## config.mk

```make
export PLATFORM = sky130hd
export DESIGN_NAME = mre_executor
export DESIGN_NICKNAME = d
export VERILOG_FILES = /design/src/mre_pkg.sv /design/src/mre_ctl_if.sv /design/src/mre_addr_gen.sv /design/src/mre_avalon_slave.sv /design/src/mre_executor.sv
export SDC_FILE = /design/constraint.sdc
export NUM_CORES = 1
export LEC_CHECK = 0
export CELL_PAD_IN_SITES_DETAIL_PLACEMENT = 1
export CELL_PAD_IN_SITES_GLOBAL_PLACEMENT = 1
export CORE_MARGIN = 1.5
export CORE_UTILIZATION = 49
export CTS_CLUSTER_SIZE = 8
export DETAILED_ROUTE_END_ITERATION = 8
export DONT_BUFFER_PORTS = 1
export GPL_TIMING_DRIVEN = 0
export PLACE_DENSITY = 0.88
export SLEW_MARGIN = 10
export SYNTH_ARGS = -nofsm -noshare
export SYNTH_HDL_FRONTEND = slang
export SYNTH_SLANG_ARGS = --single-unit
```

## constraint.sdc

```tcl
create_clock -name core_clk -period 4.4 [get_ports core_clk]
set_clock_uncertainty 0.2 [all_clocks]
set_input_delay 0.22 -clock core_clk [delete_from_list [all_inputs] [get_ports core_clk]]
set_output_delay 0.22 -clock core_clk [all_outputs]
set_load 0.02 [all_outputs]
```

## src/mre_pkg.sv

```systemverilog
package mre_pkg;

  // ---------------------------------------------------------------
  // widths
  // ---------------------------------------------------------------
  localparam int WORD_W = 12;
  localparam int FIELD_W = 3;
  localparam int ADDR_W = 15;
  localparam int OPC_W = 3;

  // ---------------------------------------------------------------
  // instruction word layout (lsb numbering)
  // ---------------------------------------------------------------
  localparam int OPC_LSB = 9;
  localparam int IND_BIT = 8;
  localparam int PAGE_BIT = 7;
  localparam int PAGE_HI_LSB = 7;
  localparam int PAGE_LO_W = 7;
  localparam int AUTO_LSB = 3;
  localparam logic [8:0] AUTO_HI = 9'h001;

  // ---------------------------------------------------------------
  // operation codes
  // ---------------------------------------------------------------
  localparam logic [2:0] OPC_AND = 3'h0;
  localparam logic [2:0] OPC_ADD = 3'h1;
  localparam logic [2:0] OPC_ISZ = 3'h2;
  localparam logic [2:0] OPC_DCA = 3'h3;
  localparam logic [2:0] OPC_CALL = 3'h4;
  localparam logic [2:0] OPC_GOTO = 3'h5;
  localparam logic [2:0] OPC_IO = 3'h6;
  localparam logic [2:0] OPC_OPR = 3'h7;

  // ---------------------------------------------------------------
  // register map, byte addresses
  // ---------------------------------------------------------------
  localparam int AVS_ADDR_W = 5;
  localparam logic [4:0] REG_CTRL = 5'h00;
  localparam logic [4:0] REG_STATUS = 5'h04;
  localparam logic [4:0] REG_ACC = 5'h08;
  localparam logic [4:0] REG_PTR = 5'h0c;
  localparam logic [4:0] REG_FIELD = 5'h10;
  localparam logic [4:0] REG_INSTR = 5'h14;

  localparam int CTRL_START_BIT = 0;
  localparam int STAT_BUSY_BIT = 0;
  localparam int STAT_LINK_BIT = 1;
  localparam int FLD_OPER_LSB = 0;
  localparam int FLD_PEND_LSB = 4;
  localparam int FLD_CODE_LSB = 8;

  // ---------------------------------------------------------------
  // reset values
  // ---------------------------------------------------------------
  localparam logic [11:0] RST_WORD = 12'h000;
  localparam logic [2:0] RST_FIELD = 3'h0;

endpackage

```

## src/mre_ctl_if.sv

```systemverilog
`timescale 1ns/1ns
interface mre_ctl_if;
  import mre_pkg::*;
  // bus commands
  logic start;
  logic accWr;
  logic ptrWr;
  logic fieldWr;
  logic [WORD_W-1:0] wrData;
  // core state
  logic busy;
  logic link;
  logic [WORD_W-1:0] acc;
  logic [WORD_W-1:0] ptr;
  logic [WORD_W-1:0] instr;
  logic [FIELD_W-1:0] codeField;
  logic [FIELD_W-1:0] pending;
  logic [FIELD_W-1:0] operandField;
  // decode
  logic [WORD_W-1:0] fetchPtr;
  logic [OPC_W-1:0] opcode;
  logic [WORD_W-1:0] pageLocal;
  logic indirect;
  logic autoIdx;
  logic memRef;

  modport bus (output start, accWr, ptrWr, fieldWr, wrData,
               input busy, link, acc, ptr, instr, codeField, pending,
               operandField);
  modport core (input start, accWr, ptrWr, fieldWr, wrData,
                output busy, link, acc, ptr, instr, codeField, pending,
                operandField, fetchPtr,
                input opcode, pageLocal, indirect, autoIdx, memRef);
  modport dec (input instr, fetchPtr,
               output opcode, pageLocal, indirect, autoIdx, memRef);
endinterface

```

## src/mre_addr_gen.sv

```systemverilog
`timescale 1ns/1ns
module mre_addr_gen
  import mre_pkg::*;
(
  // decode carrier
  mre_ctl_if.dec ctl
);

  // ---------------------------------------------------------------
  // field split
  // ---------------------------------------------------------------
  wire logic pageSel;
  wire logic [4:0] pageHi;

  // RL1 opcode and specifier
  assign ctl.opcode = ctl.instr[OPC_LSB +: OPC_W];
  assign ctl.memRef = (ctl.opcode != OPC_IO) && (ctl.opcode != OPC_OPR);

  // RL2 page zero or current page
  assign pageSel = ctl.instr[PAGE_BIT];
  assign pageHi = pageSel ? ctl.fetchPtr[WORD_W-1:PAGE_HI_LSB] : 5'h00;

  // RL3 low page bits
  assign ctl.pageLocal = {pageHi, ctl.instr[PAGE_LO_W-1:0]};

  // RL5 indirect select
  assign ctl.indirect = ctl.instr[IND_BIT];

  // RL8 autoindex by indirect bit and address only
  assign ctl.autoIdx = ctl.indirect &&
                       (ctl.pageLocal[WORD_W-1:AUTO_LSB] == AUTO_HI);

endmodule

```

## src/mre_avalon_slave.sv

```systemverilog
`timescale 1ns/1ns
module mre_avalon_slave
  import mre_pkg::*;
(
  // clock and reset
  input wire logic core_clk,
  input wire logic rst,
  // avalon slave
  input wire logic [AVS_ADDR_W-1:0] avsAddress,
  input wire logic avsRead,
  input wire logic avsWrite,
  input wire logic [31:0] avsWriteData,
  input wire logic [3:0] avsByteEnable,
  output logic [31:0] avsReadData,
  output logic avsWaitrequest,
  // core carrier
  mre_ctl_if.bus ctl
);

  // ---------------------------------------------------------------
  // one wait state, then answer
  // ---------------------------------------------------------------
  logic ackQ;
  logic [31:0] rdDataQ;
  wire logic req = avsRead || avsWrite;
  wire logic wrFire = avsWrite && ackQ && (avsByteEnable[1:0] == 2'b11);
  wire logic [31:0] rdMux;
  wire logic hitCtrl = (avsAddress == REG_CTRL);
  wire logic hitAcc = (avsAddress == REG_ACC);
  wire logic hitPtr = (avsAddress == REG_PTR);
  wire logic hitField = (avsAddress == REG_FIELD);

  assign avsWaitrequest = req && !ackQ;
  assign avsReadData = rdDataQ;

  assign rdMux =
    (avsAddress == REG_STATUS) ? {30'h0, ctl.link, ctl.busy} :
    hitAcc ? {20'h0, ctl.acc} :
    hitPtr ? {20'h0, ctl.ptr} :
    hitField ? {21'h0, ctl.codeField, 1'b0, ctl.pending, 1'b0,
                ctl.operandField} :
    (avsAddress == REG_INSTR) ? {20'h0, ctl.instr} :
    32'h0;

  // ---------------------------------------------------------------
  // command strobes at the answering edge
  // ---------------------------------------------------------------
  assign ctl.start = wrFire && hitCtrl && avsWriteData[CTRL_START_BIT];
  assign ctl.accWr = wrFire && hitAcc;
  assign ctl.ptrWr = wrFire && hitPtr;
  assign ctl.fieldWr = wrFire && hitField;
  assign ctl.wrData = avsWriteData[WORD_W-1:0];

  always_ff @(posedge core_clk or posedge rst) begin
    if (rst) begin
      ackQ <= 1'b0;
      rdDataQ <= 32'h0;
    end else begin
      ackQ <= req && !ackQ;
      if (avsRead && !ackQ) begin
        rdDataQ <= rdMux;
      end
    end
  end

endmodule

```

## src/mre_executor.sv

```systemverilog
// Operation
// RL1 - top three bits are opcode, low nine bits address specifier
// RL2 - page bit zero forces high five bits zero, else fetch pointer
// RL3 - low seven address bits come straight from instruction
// RL4 - code field prefixes the twelve bit address to fifteen bits
// RL5 - indirect bit set reads pointer word as operand address
// RL6 - pointer read from code field, operand from operand field
// RL7 - page zero 0010-0017 pointers incremented, written back, then used
// RL8 - autoindex applies on indirect reference whatever the page bit
// RL9 - operand write shows operand field on extended address lines
// RL10 - opcode 0 ands memory word into operand register
// RL11 - opcode 1 adds word, carry out inverts link
// RL12 - opcode 2 increments word, writes back, skips on zero
// RL13 - opcode 3 stores operand register then clears it
// RL14 - opcode 4 loads code field, stores pointer, jumps past target
// RL15 - opcode 5 loads code field and jumps to target
// RL16 - every fetch increments instruction pointer by one
// RL17 - pending field enters code field only at jump or call
// RL18 - opcodes 6 and 7 go to other decoders, no memory access
//
// The Avalon-MM interface to the registers and the register offsets were left to the implementer.
`timescale 1ns/1ns
module mre_executor
  import mre_pkg::*;
#(
  parameter int WORD_BITS = WORD_W
)
(
  // clock and reset
  input wire logic core_clk,
  input wire logic rst,
  // avalon slave
  input wire logic [AVS_ADDR_W-1:0] avsAddress,
  input wire logic avsRead,
  input wire logic avsWrite,
  input wire logic [31:0] avsWriteData,
  input wire logic [3:0] avsByteEnable,
  output logic [31:0] avsReadData,
  output logic avsWaitrequest,
  // memory
  output logic memReq,
  output logic memWe,
  output logic [ADDR_W-1:0] memAddr,
  output logic [WORD_W-1:0] memWrData,
  input wire logic [WORD_W-1:0] memRdData,
  input wire logic memAck,
  // extended address lines
  output logic extFieldHiLine,
  output logic extFieldMidLine,
  output logic extFieldLowLine,
  // hand-off to other decoders
  output logic ioOpValid,
  output logic [WORD_W-1:0] ioOpWord
);

  if (WORD_BITS != WORD_W) begin : g_chk
    $error("mre_executor supports only a twelve bit word");
  end

  typedef enum logic [2:0] {
    ST_IDLE, ST_FETCH, ST_DECODE, ST_PTR_RD, ST_PTR_WB,
    ST_EXEC, ST_OPR_RD, ST_OPR_WR
  } mre_state_t;

  // ---------------------------------------------------------------
  // state
  // ---------------------------------------------------------------
  mre_state_t stateQ, stateD;
  logic [WORD_W-1:0] accQ, accD;
  logic linkQ, linkD;
  logic [WORD_W-1:0] ptrQ, ptrD;
  logic [WORD_W-1:0] instrQ, instrD;
  logic [WORD_W-1:0] fetchPtrQ, fetchPtrD;
  logic [WORD_W-1:0] eaQ, eaD;
  logic [WORD_W-1:0] wdQ, wdD;
  logic [FIELD_W-1:0] cfQ, cfD;
  logic [FIELD_W-1:0] pendQ, pendD;
  logic [FIELD_W-1:0] ofQ, ofD;
  logic ioValidQ, ioValidD;
  logic [WORD_W-1:0] ioWordQ, ioWordD;
  logic [WORD_W:0] sum;

  mre_ctl_if ctl ();

  mre_avalon_slave u_slave (
    .core_clk(core_clk),
    .rst(rst),
    .avsAddress(avsAddress),
    .avsRead(avsRead),
    .avsWrite(avsWrite),
    .avsWriteData(avsWriteData),
    .avsByteEnable(avsByteEnable),
    .avsReadData(avsReadData),
    .avsWaitrequest(avsWaitrequest),
    .ctl(ctl.bus)
  );

  mre_addr_gen u_dec (
    .ctl(ctl.dec)
  );

  assign ctl.busy = (stateQ != ST_IDLE);
  assign ctl.link = linkQ;
  assign ctl.acc = accQ;
  assign ctl.ptr = ptrQ;
  assign ctl.instr = instrQ;
  assign ctl.fetchPtr = fetchPtrQ;
  assign ctl.codeField = cfQ;
  assign ctl.pending = pendQ;
  assign ctl.operandField = ofQ;

  // ---------------------------------------------------------------
  // memory side selection
  // ---------------------------------------------------------------
  wire logic inPtr = (stateQ == ST_PTR_RD) || (stateQ == ST_PTR_WB);
  wire logic inOpr = (stateQ == ST_OPR_RD) || (stateQ == ST_OPR_WR);
  // RL6 operand field only for indirect
  wire logic [FIELD_W-1:0] oprField = ctl.indirect ? ofQ : cfQ;
  wire logic [FIELD_W-1:0] extField;

  assign memReq = (stateQ == ST_FETCH) || inPtr || inOpr;
  assign memWe = (stateQ == ST_PTR_WB) || (stateQ == ST_OPR_WR);
  // RL4 field prefix on every address
  assign memAddr = inPtr ? {cfQ, ctl.pageLocal} :
                   inOpr ? {oprField, eaQ} :
                   {cfQ, ptrQ};
  assign memWrData = wdQ;
  // RL9 operand field on operand write
  assign extField = (stateQ == ST_OPR_WR) ? ofQ : memAddr[ADDR_W-1:WORD_W];
  assign extFieldHiLine = extField[2];
  assign extFieldMidLine = extField[1];
  assign extFieldLowLine = extField[0];
  assign ioOpValid = ioValidQ;
  assign ioOpWord = ioWordQ;

  // ---------------------------------------------------------------
  // next state
  // ---------------------------------------------------------------
  always_comb begin
    stateD = stateQ;
    accD = accQ;
    linkD = linkQ;
    ptrD = ptrQ;
    instrD = instrQ;
    fetchPtrD = fetchPtrQ;
    eaD = eaQ;
    wdD = wdQ;
    cfD = cfQ;
    pendD = pendQ;
    ofD = ofQ;
    ioValidD = 1'b0;
    ioWordD = ioWordQ;
    sum = {1'b0, accQ} + {1'b0, memRdData};
    case (stateQ)
      ST_IDLE: begin
        if (ctl.accWr) begin
          accD = ctl.wrData;
        end
        if (ctl.ptrWr) begin
          ptrD = ctl.wrData;
        end
        if (ctl.fieldWr) begin
          pendD = ctl.wrData[FLD_PEND_LSB +: FIELD_W];
          ofD = ctl.wrData[FLD_OPER_LSB +: FIELD_W];
        end
        if (ctl.start) begin
          stateD = ST_FETCH;
        end
      end
      ST_FETCH: begin
        if (memAck) begin
          instrD = memRdData;
          fetchPtrD = ptrQ;
          // RL16 advance on fetch
          ptrD = ptrQ + 12'h001;
          stateD = ST_DECODE;
        end
      end
      ST_DECODE: begin
        // RL18 hand off without memory access
        if (!ctl.memRef) begin
          ioValidD = 1'b1;
          ioWordD = instrQ;
          stateD = ST_IDLE;
        end else if (ctl.indirect) begin
          stateD = ST_PTR_RD;
        end else begin
          // RL5 direct address
          eaD = ctl.pageLocal;
          stateD = ST_EXEC;
        end
      end
      ST_PTR_RD: begin
        if (memAck) begin
          // RL7 increment before use
          if (ctl.autoIdx) begin
            wdD = memRdData + 12'h001;
            stateD = ST_PTR_WB;
          end else begin
            eaD = memRdData;
            stateD = ST_EXEC;
          end
        end
      end
      ST_PTR_WB: begin
        if (memAck) begin
          eaD = wdQ;
          stateD = ST_EXEC;
        end
      end
      ST_EXEC: begin
        case (ctl.opcode)
          OPC_DCA: begin
            wdD = accQ;
            stateD = ST_OPR_WR;
          end
          // RL17 pending field taken at call
          OPC_CALL: begin
            cfD = pendQ;
            wdD = ptrQ;
            stateD = ST_OPR_WR;
          end
          // RL15 pending field and jump
          OPC_GOTO: begin
            cfD = pendQ;
            ptrD = eaQ;
            stateD = ST_IDLE;
          end
          default: begin
            stateD = ST_OPR_RD;
          end
        endcase
      end
      ST_OPR_RD: begin
        if (memAck) begin
          stateD = ST_IDLE;
          case (ctl.opcode)
            // RL10 and into register
            OPC_AND: begin
              accD = accQ & memRdData;
            end
            // RL11 add with link flip
            OPC_ADD: begin
              accD = sum[WORD_W-1:0];
              linkD = linkQ ^ sum[WORD_W];
            end
            default: begin
              wdD = memRdData + 12'h001;
              stateD = ST_OPR_WR;
            end
          endcase
        end
      end
      ST_OPR_WR: begin
        if (memAck) begin
          stateD = ST_IDLE;
          case (ctl.opcode)
            // RL12 skip on zero
            OPC_ISZ: begin
              if (wdQ == RST_WORD) begin
                ptrD = ptrQ + 12'h001;
              end
            end
            // RL13 clear after store
            OPC_DCA: begin
              accD = RST_WORD;
            end
            // RL14 return past target
            default: begin
              ptrD = eaQ + 12'h001;
            end
          endcase
        end
      end
      default: begin
        stateD = ST_IDLE;
      end
    endcase
  end

  // ---------------------------------------------------------------
  // registers
  // ---------------------------------------------------------------
  always_ff @(posedge core_clk or posedge rst) begin
    if (rst) begin
      stateQ <= ST_IDLE;
      accQ <= RST_WORD;
      linkQ <= 1'b0;
      ptrQ <= RST_WORD;
      instrQ <= RST_WORD;
      fetchPtrQ <= RST_WORD;
      eaQ <= RST_WORD;
      wdQ <= RST_WORD;
      cfQ <= RST_FIELD;
      pendQ <= RST_FIELD;
      ofQ <= RST_FIELD;
      ioValidQ <= 1'b0;
      ioWordQ <= RST_WORD;
    end else begin
      stateQ <= stateD;
      accQ <= accD;
      linkQ <= linkD;
      ptrQ <= ptrD;
      instrQ <= instrD;
      fetchPtrQ <= fetchPtrD;
      eaQ <= eaD;
      wdQ <= wdD;
      cfQ <= cfD;
      pendQ <= pendD;
      ofQ <= ofD;
      ioValidQ <= ioValidD;
      ioWordQ <= ioWordD;
    end
  end

  wire logic rdAck = memAck && (stateQ == ST_OPR_RD);
  wire logic wrAck = memAck && (stateQ == ST_OPR_WR);
endmodule

```

======== Yosys cells after proc, flatten, opt, wreduce, memory -nomap -nowiden ========
Index checks and enable logic that the tools add are counted.
cells by class
  $lt $le $gt $ge ......................... 0
  shift-type cells ........................ 0
  add/subtract/negate cells ............... 4
  multiplexer cells ....................... 49
  bitwise gates (word level) .............. 3
  reduce and logical (&&, ||, !) cells .... 40
  multiply operators ...................... 0
  div/mod/pow operators ................... 0
  equal/unequal tests ..................... 40
operator list
  kind                   count
  $mux 12                19
  $mux 32                4
  $pmux 12 s3            3
  $pmux 12 s2            3
  $pmux 12 s4            1
  $add 12x1->12 const B  3
  $mux 3                 11
  $mux 15                2
  $ne 2x2->1 const B     15
  $pmux 3 s8             1
  $reduce_and 6->1       4
  $eq 3x3->1 const B     6
  $add 12x12->13         1
  $and 12x12->12         1
  $eq 3x2->1 const B     4
  $logic_not 12->1       1
  $ne 3x3->1 const B     4
  $reduce_bool 3->1      4
  $logic_and 1x1->1      11
  $eq 5x4->1 const B     2
  $eq 5x5->1 const B     2
  $eq 9x1->1 const B     1
  $reduce_and 2->1       4
  $reduce_and 7->1       1
  other kinds (17)       28
word-level totals
  bits in writable memories ............... 0
  bits in latches ......................... 0
  input port bits ......................... 58
  ROM bits ................................ 0
  register bits ........................... 131
  logic and storage cells ................. 151
  memories kept ........................... 0

======== Depth between registers and ports, before layout ========
Gate-level depths: netlist (run 1).
  depth in word-level cells ............... 6
  gate-level depth with buffers ........... 9
  depth with buffers taken out ............ 9

======== Modules after synthesis ========
A second synthesis (run 1) with hierarchy kept.
second synthesis, totals
  cell total of the unflattened synthesis .. 899
  area total of the unflattened synthesis .. 7966.4 um^2
modules (own cells, without submodules)
  module            area each (um^2)  sequential area each (um^2)  cells an instance  instances
  mre_executor      6542.5            2452.4                       728                1
  mre_avalon_slave  1270.0            325.3                        151                1
  mre_addr_gen      153.9             0.0                          20                 1

======== Least setup slack after synthesis (run 1) ========
Ideal clock, no wire load.
  path type ............................... reg-to-output
  start ................................... reg stateQ[2]
  end ..................................... out memAddr[11]
  slack ................................... 2094 ps
  data arrival time ....................... 1886 ps
  data required time ...................... 3980 ps
  cell stages (with the launch flop) ...... 8
  path buffers ............................ 4
  path through ............................ dfrtp_1 > buf_2 > buf_2 > buf_2 > nand2_1 > o21ai_1 > buf_2 > o21ai_0
on the way
  longest elaborated chain between the ends .. 4
  elaborated cells on any way between the ends .. 8
RTL lines
  item                      RTL line             RTL
  start: declaration        mre_executor.sv:68   mre_state_t stateQ, stateD;
  start signal: assignment  mre_executor.sv:300  stateQ <= stateD;
  $eq 3x3->1                mre_executor.sv:116  wire logic inOpr = (stateQ == ST_OPR_RD) || (stateQ == ST_OPR_WR);
  $logic_or 1x1->1          mre_executor.sv:116
  $mux 15                   mre_executor.sv:125  inOpr ? {oprField, eaQ} :
  $mux 15 *                 mre_executor.sv:124  assign memAddr = inPtr ? {cfQ, ctl.pageLocal} :
  end: declaration          mre_executor.sv:43   output logic [ADDR_W-1:0] memAddr,
Every way passes the cells marked *; elsewhere a longest branch is shown, timed or not.

======== Worst setup path after layout (run 1) ========
  start ................................... reg stateQ[2]
  end ..................................... out memAddr[4]
The elaborated chain is that of the path after synthesis.

==> impl_metrics.py, run 1 <==
metrics = {
    "placed_design": {
        "placement.io_buffers": 0,
        "placed_cell_area_sq_um": 7674,
        "gpl.final_weighted_congestion": 0.9702,
        "post_placement_worst_setup_slack_ps": 1346,
        "detailed_place_hpwl_um": 22020,
    },
    "detailed_routing": {
        "num_vias": 7459,
        "drt_iter0_markers": 725,
        "drt-total-wl_um": 30130,
        "dr.pass1.iters": 6,
        "drt.antenna.violating_nets": 0,
        "drc": 0,
        "route.detailed.wl_per_inst_um": 27.77,
        "detail_routed_via_count_per_cell": 6.875,
    },
    "hold_path": {
        "hold_path_class": "primary input to flip-flop",
        "whs_path_depth": 3,
        "worstHoldStart": "avsWriteData[6]",
        "worstHoldEndpoint": "ctl.ptr[6]$_DFFE_PP0P_",
    },
    "clocking": {
        "cts.repair_timing.setup_buffer_count": 0,
        "cts.reportedPaths.clkPinSlew_ps": 80,
        "ctsRootBufferMaster": "clkbuf_16",
        "clock_sinks": 104,
        "cts-buffers-inserted": 9,
        "cts_tree": "built",
        "cts-root-to-sink-buffers": 2,
        "insertion_delay_ps": 370,
        "ctsHtreeMaxLevel": 3,
        "post_cts.resized_instances": 0,
    },
    "setup_path": {
        "required_ps": 3980,
        "critical_path.cell_chain": "buf_2 > buf_2 > buf_2 > nand2_1 > o21ai_1 > buf_2 > nand2_1 > o21ai_0",
        "path_common_cell": "buf_2",
        "setup.worst_path.end_class": "output pin",
        "critPathMaxStageDelay_ps": 540,
        "critPathArrivalTime_ps": 3120,
        "ff2ff_setup_slack_ps": 1670,
        "ff2ff_path_depth": 5,
        "r2r-start": "stateQ[2]$_DFFE_PP0P_",
        "path_max_fanout": 10,
        "critical_path.startpoint_type": "flip-flop",
        "path_class": "flip-flop to output pin",
        "timing.critical_path.slowest_stage_cell": "o21ai_1",
        "worst_r2r_endpoint": "ctl.instr[3]$_DFFE_PP0P_",
    },
    "yosys": {
        "synth-seq-cells": 104,
        "synth_top_family_by_area": "compound AO/OA/AOI/OAI gates",
        "ys.flop_type": "dfrtp_1",
        "synth_simple_gate_area_share_pct": 18.00,
        "post_synth_most_frequent_cells": "dfrtp_1, nand2_1, o21ai_0, nor2_1, mux2_2",
        "number_of_distinct_standard_cells_referenced_by_the_synthesized_netlist": 71,
        "netlist_area_sq_um": 7340,
        "synth.yosys.seq_area_share_pct": 35.46,
        "synth.area.mux_share_pct": 11.69,
        "synthCells": 836,
        "yosys.cell_count.top_type": "dfrtp_1",
        "synth.top_cells.by_area": "dfrtp_1, mux2_2, o21ai_0",
        "yosys.area_share.adder_pct": 2.830,
        "post_synth_xor_area_fraction_pct": 2.745,
        "synth_edf_count": 0,
        "synth_top_area_cell": "dfrtp_1",
        "synth_warnings": 0,
        "postSynth.asyncResetShare_pct": 100.0,
        "yosys.area.top_type_share_pct": 35.46,
        "synth_compound_gate_area_share_pct": 23.05,
        "mean_cell_area_of_the_mapped_netlist_sq_um": 8.779,
    },
    "global_routing": {
        "antenna_found_initial": 1,
        "grt_pass1_vias": 7669,
        "grtUsageTotal_pct": 38.38,
        "grt_max_degree": 58,
        "wire_length_of_the_first_global_routing_pass_um": 45860,
        "global_route.overflow_total": 0,
    },
    "floorplan": {
        "placementRows": 44,
        "fp.dieArea_sq_um": 15720,
        "die_height_um": 125.4,
        "start_util_pct": 50.31,
        "core-area_sq_um": 14590,
        "die_w_um": 125.4,
        "io_pins": 136,
    },
    "final_layout": {
        "finalInstanceArea_sq_um": 8268,
        "areaGrowthSynthToFinish_pct": 12.65,
        "drive_gt1_share_pct": 15.33,
        "layout.nets": 969,
    },
    "power": {
        "leakage_power_of_the_design_uw": 0.003487,
        "p_per_area_nw_per_um2": 763.2,
        "vdd_drop_max_mv": 0.3804,
    },
    "timing": {
        "timing.setup.tns_ps": 0,
        "least_setup_slack_across_all_paths_after_layout_ps": 860.0,
        "slew-limit-headroom_pct": 36.12,
        "setup_repair_after_global_routing_missed_its_margin": "false",
        "setup_violations": 0,
        "post-route-period-util_pct": 80.46,
        "fin_crit_ps": 3540,
        "report.final.hold_viol_count": 0,
        "holdWs_ps": 0.03036,
        "timing.final.max_slew_violations": 0,
        "fmaxAchievable_mhz": 282.5,
        "max_slew.worst_pin.slew_ps": 949.5,
    },
    "flow_run": {
        "max-cap-violations": 0,
    },
    "outcome": {
        "run_status": "complete, no violations",
    },
}
kinds of logic (layout without fill, tap and decap cells):
group / Yosys count / after routing
flip-flops: 104 / 104
AND/OR/NAND/NOR: 273 / 273
AO/OA/AOI/OAI: 260 / 260
other: 1 / 21
XOR/XNOR: 23 / 23
buffers and inverters: 84 / 129
adder cells (fa/ha/maj): 16 / 16
multiplexers: 75 / 75
stage by stage:
| step | util, % | total power (uW) | cells |
|---|---|---|---|
| 3_3_place_gp | 52.38 | 5068 | 1039 |
| 4_1_cts | 56.66 | 6180 | 1084 |
| 3_5_place_dp | 52.60 | 5247 | 1040 |
| 6_report | 56.67 | 6310 | 1085 |
| 5_1_grt | 56.66 | 6593 | 1084 |
| 2_1_floorplan | - | 4152 | 855 |
final cells by class:
class	count	area (sq um)
tap	184	230.2
fill	1727	6321
timing repair buffer	29	307.8
buffer	73	411.6
antenna	1	2.502
clock buffer	9	225.2
inverter	11	46.29
sequential	104	2603
multi-input combinational	667	4355
clock inverter	7	86.33
metal layers:
metal	track usage (%)	wire (um)	part of all wire (%)
met1	48.16	11840	39
met2	61.49	13750	46
met3	9.628	2818	9.4
met4	19.59	1726	5.7
met5	0	0	0
critical path, delay by kind of cell, from the launching register on:
| family | cells | cell delay (ps) |
|---|---|---|
| flops | 1 | 340 |
| simple gates | 2 | 340 |
| compound gates | 2 | 880 |
| buf+inv | 4 | 1180 |
registers in the layout (all words and copies together) (netlist names):
name / flops
cfQ: 3
eaQ: 12
u_slave.ackQ: 1
ctl.ptr: 12
ioOpWord: 12
ioOpValid: 1
ctl.pending: 3
stateQ: 3
ctl.fetchPtr: 5
ctl.instr: 12
memWrData: 12
u_slave.avsReadData: 12
accQ: 12
ctl.link: 1
ctl.operandField: 3
placed cells by master (no fill, tap or decap), types with 10 or more instances in the layout:
master         instances
nand2_1              100
a221oi_1              15
a21oi_1               44
nor3_1                15
o21ai_0               88
ha_1                  15
inv_1                 10
a21o_1                11
o31ai_1               12
xor2_1                11
o22ai_1               11
mux2i_1               19
dfrtp_1              104
buf_4                 24
xnor2_1               12
nand2b_1              13
dlygate4sd3_1         28
buf_2                 20
conb_1                20
clkbuf_1              23
nor2b_1               10
mux2_4                10
nand3_1               25
mux2_2                46
nor2_1                57
report_power, final:
| group | internal [uW] | switching (uW) |
|---|---|---|
| clock network | 456 | 432 |
| logic | 1200 | 2150 |
| registers | 1330 | 749 |
worst max path at each step:
stage	startpoint	to	slack, ps	cells past startpoint
2_1_floorplan	rst	accQ[0]$_DFFE_PP0P_	1250	1
3_3_place_gp	rst	ctl.ptr[8]$_DFFE_PP0P_	180	1
3_5_place_dp	stateQ[2]$_DFFE_PP0P_	memAddr[2]	1350	8
4_1_cts	stateQ[2]$_DFFE_PP0P_	memAddr[2]	930	8
5_1_grt	stateQ[2]$_DFFE_PP0P_	memAddr[3]	730	8
6_report	stateQ[2]$_DFFE_PP0P_	memAddr[4]	860	8
timing repair:
item,in CTS,in global routing
hold endpoints to repair,152,0
endpoints found under the setup margin,0,0
hold buffers,28,0
No activity file was read; power rests on OpenSTA's default activity.
==> run 2: changes to the inputs <==
- ABC_AREA: not set -> 1
- CORE_UTILIZATION: 49 -> 41
- PLACE_DENSITY: 0.88 -> 0.83
- clock period: 4.4 -> 3.1 ns (I/O delays scaled with it)
==> run 2 against run 1 <==
The run now ends with DRC left. Global-route usage fell by 5.9 points. Clock power is 42% higher. Sequential share of layout area down 1.3 points. Setup slack got worse by 560 ps. Via count grew 10%. Critical path depth shrank 1. Area after synthesis is 4.1% higher. Cell count grew 31%. Clock-buffer cell count did not move. Largest cell class unchanged. Largest power group unchanged.
==> impl_metrics.py, run 2 <==
metrics = {
    "final_layout": {
        "finalInstanceArea_sq_um": 8635,
        "layout.nets": 1259,
        "leading_cell_types_in_the_layout_fill_and_taps_excluded": "nand2_1, o21ai_0, inv_1, nor2_1, dfrtp_1",
        "mostFrequentLayoutCell": "nand2_1",
        "num-fill-cells": 2422,
        "final_util_pct": 47.58,
        "drive_gt1_share_pct": 10.25,
        "areaGrowthSynthToFinish_pct": 13.02,
    },
    "global_routing": {
        "antenna_found_initial": 1,
        "grt_max_degree": 87,
        "wire_length_of_the_first_global_routing_pass_um": 47840,
        "global_route.overflow_total": 0,
        "grtUsageTotal_pct": 32.49,
        "grt_pass1_vias": 8398,
    },
    "placed_design": {
        "placement.io_buffers": 0,
        "post_placement_worst_setup_slack_ps": 719.1,
        "detailed_place_hpwl_um": 23710,
        "placed_cell_area_sq_um": 8030,
        "gpl.final_weighted_congestion": 0.9314,
    },
    "yosys": {
        "post_synth_most_frequent_cells": "nand2_1, inv_1, o21ai_0, dfrtp_1, nor2_1",
        "number_of_distinct_standard_cells_referenced_by_the_synthesized_netlist": 51,
        "netlist_area_sq_um": 7640,
        "synthCells": 1126,
        "synth_warnings": 0,
        "ys.flop_type": "dfrtp_1",
        "synth.top_cells.by_area": "dfrtp_1, nand2_1, o21ai_0",
        "synth.yosys.seq_area_share_pct": 34.06,
        "yosys.cell_count.top_type": "nand2_1",
        "synth_top_area_cell": "dfrtp_1",
        "synth-seq-cells": 104,
        "postSynth.asyncResetShare_pct": 100.0,
        "mean_cell_area_of_the_mapped_netlist_sq_um": 6.785,
        "synth_edf_count": 0,
        "yosys.area.top_type_share_pct": 34.06,
    },
    "clocking": {
        "post_cts.resized_instances": 0,
        "cts-buffers-inserted": 9,
        "ctsRootBufferMaster": "clkbuf_16",
        "ctsHtreeMaxLevel": 3,
        "insertion_delay_ps": 370,
        "cts_tree": "built",
        "cts-root-to-sink-buffers": 2,
        "cts.reportedPaths.clkPinSlew_ps": 80,
        "cts.repair_timing.setup_buffer_count": 0,
        "clock_sinks": 104,
    },
    "floorplan": {
        "start_util_pct": 42.10,
        "die_height_um": 139.5,
        "core-area_sq_um": 18150,
        "io_pins": 136,
        "fp.dieArea_sq_um": 19460,
        "placementRows": 49,
        "die_w_um": 139.5,
    },
    "timing": {
        "report.final.hold_viol_count": 0,
        "least_setup_slack_across_all_paths_after_layout_ps": 297.6,
        "fin_crit_ps": 2802,
        "timing.setup.tns_ps": 0,
        "setup_violations": 0,
        "fmaxAchievable_mhz": 356.8,
        "post-route-period-util_pct": 90.40,
        "setup_repair_after_global_routing_missed_its_margin": "false",
        "slew-limit-headroom_pct": 42.30,
        "max_slew.worst_pin.slew_ps": 856.5,
        "timing.final.max_slew_violations": 0,
    },
    "detailed_routing": {
        "num_vias": 8239,
        "detail_routed_via_count_per_cell": 5.802,
        "drt.antenna.violating_nets": 0,
        "drt_iter0_markers": 726,
        "route.detailed.wl_per_inst_um": 21.98,
        "drc": 10,
        "drt-total-wl_um": 31220,
        "dr.pass1.iters": 7,
    },
    "setup_path": {
        "ff2ff_setup_slack_ps": 710,
        "worst_r2r_endpoint": "ctl.link$_DFFE_PP0P_",
        "critical_path.startpoint_type": "flip-flop",
        "required_ps": 2740,
        "setup.worst_path.end_class": "output pin",
        "ff2ff_path_depth": 12,
        "r2r-start": "accQ[0]$_DFFE_PP0P_",
        "path_max_fanout": 10,
        "timing.critical_path.to": "memAddr[1]",
        "cp-startpoint": "stateQ[0]$_DFFE_PP0P_",
        "critPathArrivalTime_ps": 2450,
        "path_class": "flip-flop to output pin",
    },
    "flow_run": {
        "max-cap-violations": 0,
    },
    "hold_path": {
        "hold_path_class": "primary input to async pin",
    },
    "outcome": {
        "failed_checks": "DRC",
        "run_status": "complete, but fails checks",
    },
    "power": {
        "p_per_area_nw_per_um2": 1061,
        "leakage_power_of_the_design_uw": 0.004126,
        "vdd_drop_max_mv": 0.4301,
    },
}
==> run 2: cell types whose count changed after synthesis, moves of 14 or more <==
| cell | previous run | this run |
|---|---|---|
| nand3_1 | 25 | 74 |
| o22ai_1 | 11 | 38 |
| nand2_1 | 100 | 296 |
| nor2_1 | 57 | 104 |
| inv_1 | 11 | 122 |
| mux2_2 | 46 | 0 |
| mux2i_1 | 19 | 0 |
| nand2_2 | 1 | 15 |
| o21ai_0 | 88 | 122 |
==> run 2: worst min-delay path by stage <==
stage / from / end / cells after the start
after floorplan: avsWriteData[4] / ctl.pending[0]$_DFFE_PP0P_ / 2
after global placement: memRdData[5] / ctl.instr[5]$_DFFE_PP0P_ / 2
after detailed placement: rst / memWrData[8]$_DFFE_PP0P_ / 1
after CTS: rst / memWrData[8]$_DFFE_PP0P_ / 2
after global routing: rst / memWrData[8]$_DFFE_PP0P_ / 2
final: rst / memWrData[8]$_DFFE_PP0P_ / 2
==> run 2: critical path: stages (launching register included) <==
cell and delay, ps:
dfrtp_1 540, nor2_1 120, nand2_2 230, nand2_4 140, inv_4 90, clkbuf_1 300, o21ai_0 160, o22ai_1 500
==> run 2: final cells by class <==
class                      count  area (sq um)  share of cell area, %
buffer                        58         376.6                  4.362
clock buffer                   9         225.2                  2.608
multi-input combinational    846          4215                  48.82
timing repair buffer          29         307.8                  3.565
tap                          229         286.5                  3.318
antenna                        1         2.502                0.02898
sequential                   104          2603                  30.14
clock inverter                 7         96.34                  1.116
inverter                     137         521.8                  6.043
==> run 2: per-layer routing <==
layer / share of wire [%] / vias to the layer above / track usage [%]
met5: 0 / - / 0
met2: 47 / 307 / 53.05
met1: 40 / 4040 / 40.35
li1: - / 3790 / -
met3: 7.7 / 102 / 7.880
met4: 5.2 / 0 / 15.68
==> run 2: cell families after synthesis <==
| group | count (synthesis) | synth area share [%] |
|---|---|---|
| and+or+nand+nor | 542 | 31.05 |
| buffers and inverters | 195 | 11.69 |
| xor gates and xnor gates | 7 | 0.8025 |
| other | 1 | 0.04908 |
| AOI/OAI and AO/OA | 261 | 19.62 |
| adders and majority gates | 16 | 2.719 |
| DFF | 104 | 34.06 |
==> run 2: timing repair <==
| action | in CTS | in global routing |
|---|---|---|
| hold endpoints to repair | 154 | 0 |
| hold buffers | 28 | 0 |
| setup endpoints to repair | 0 | 0 |
==> run 2: power breakdown <==
group	internal, uW	switching (uW)
combinational	1510	3530
sequential	1880	973
clock	651	610
==> run 2: metrics by stage <==
stage	total power, uW	hold slack, ps	cells
2_1_floorplan	6108	121.0	1145
3_3_place_gp	7530	130.2	1374
3_5_place_dp	7717	-234.6	1375
4_1_cts	9039	6.955	1419
5_1_grt	9737	27.42	1419
6_report	9159	6.751	1420
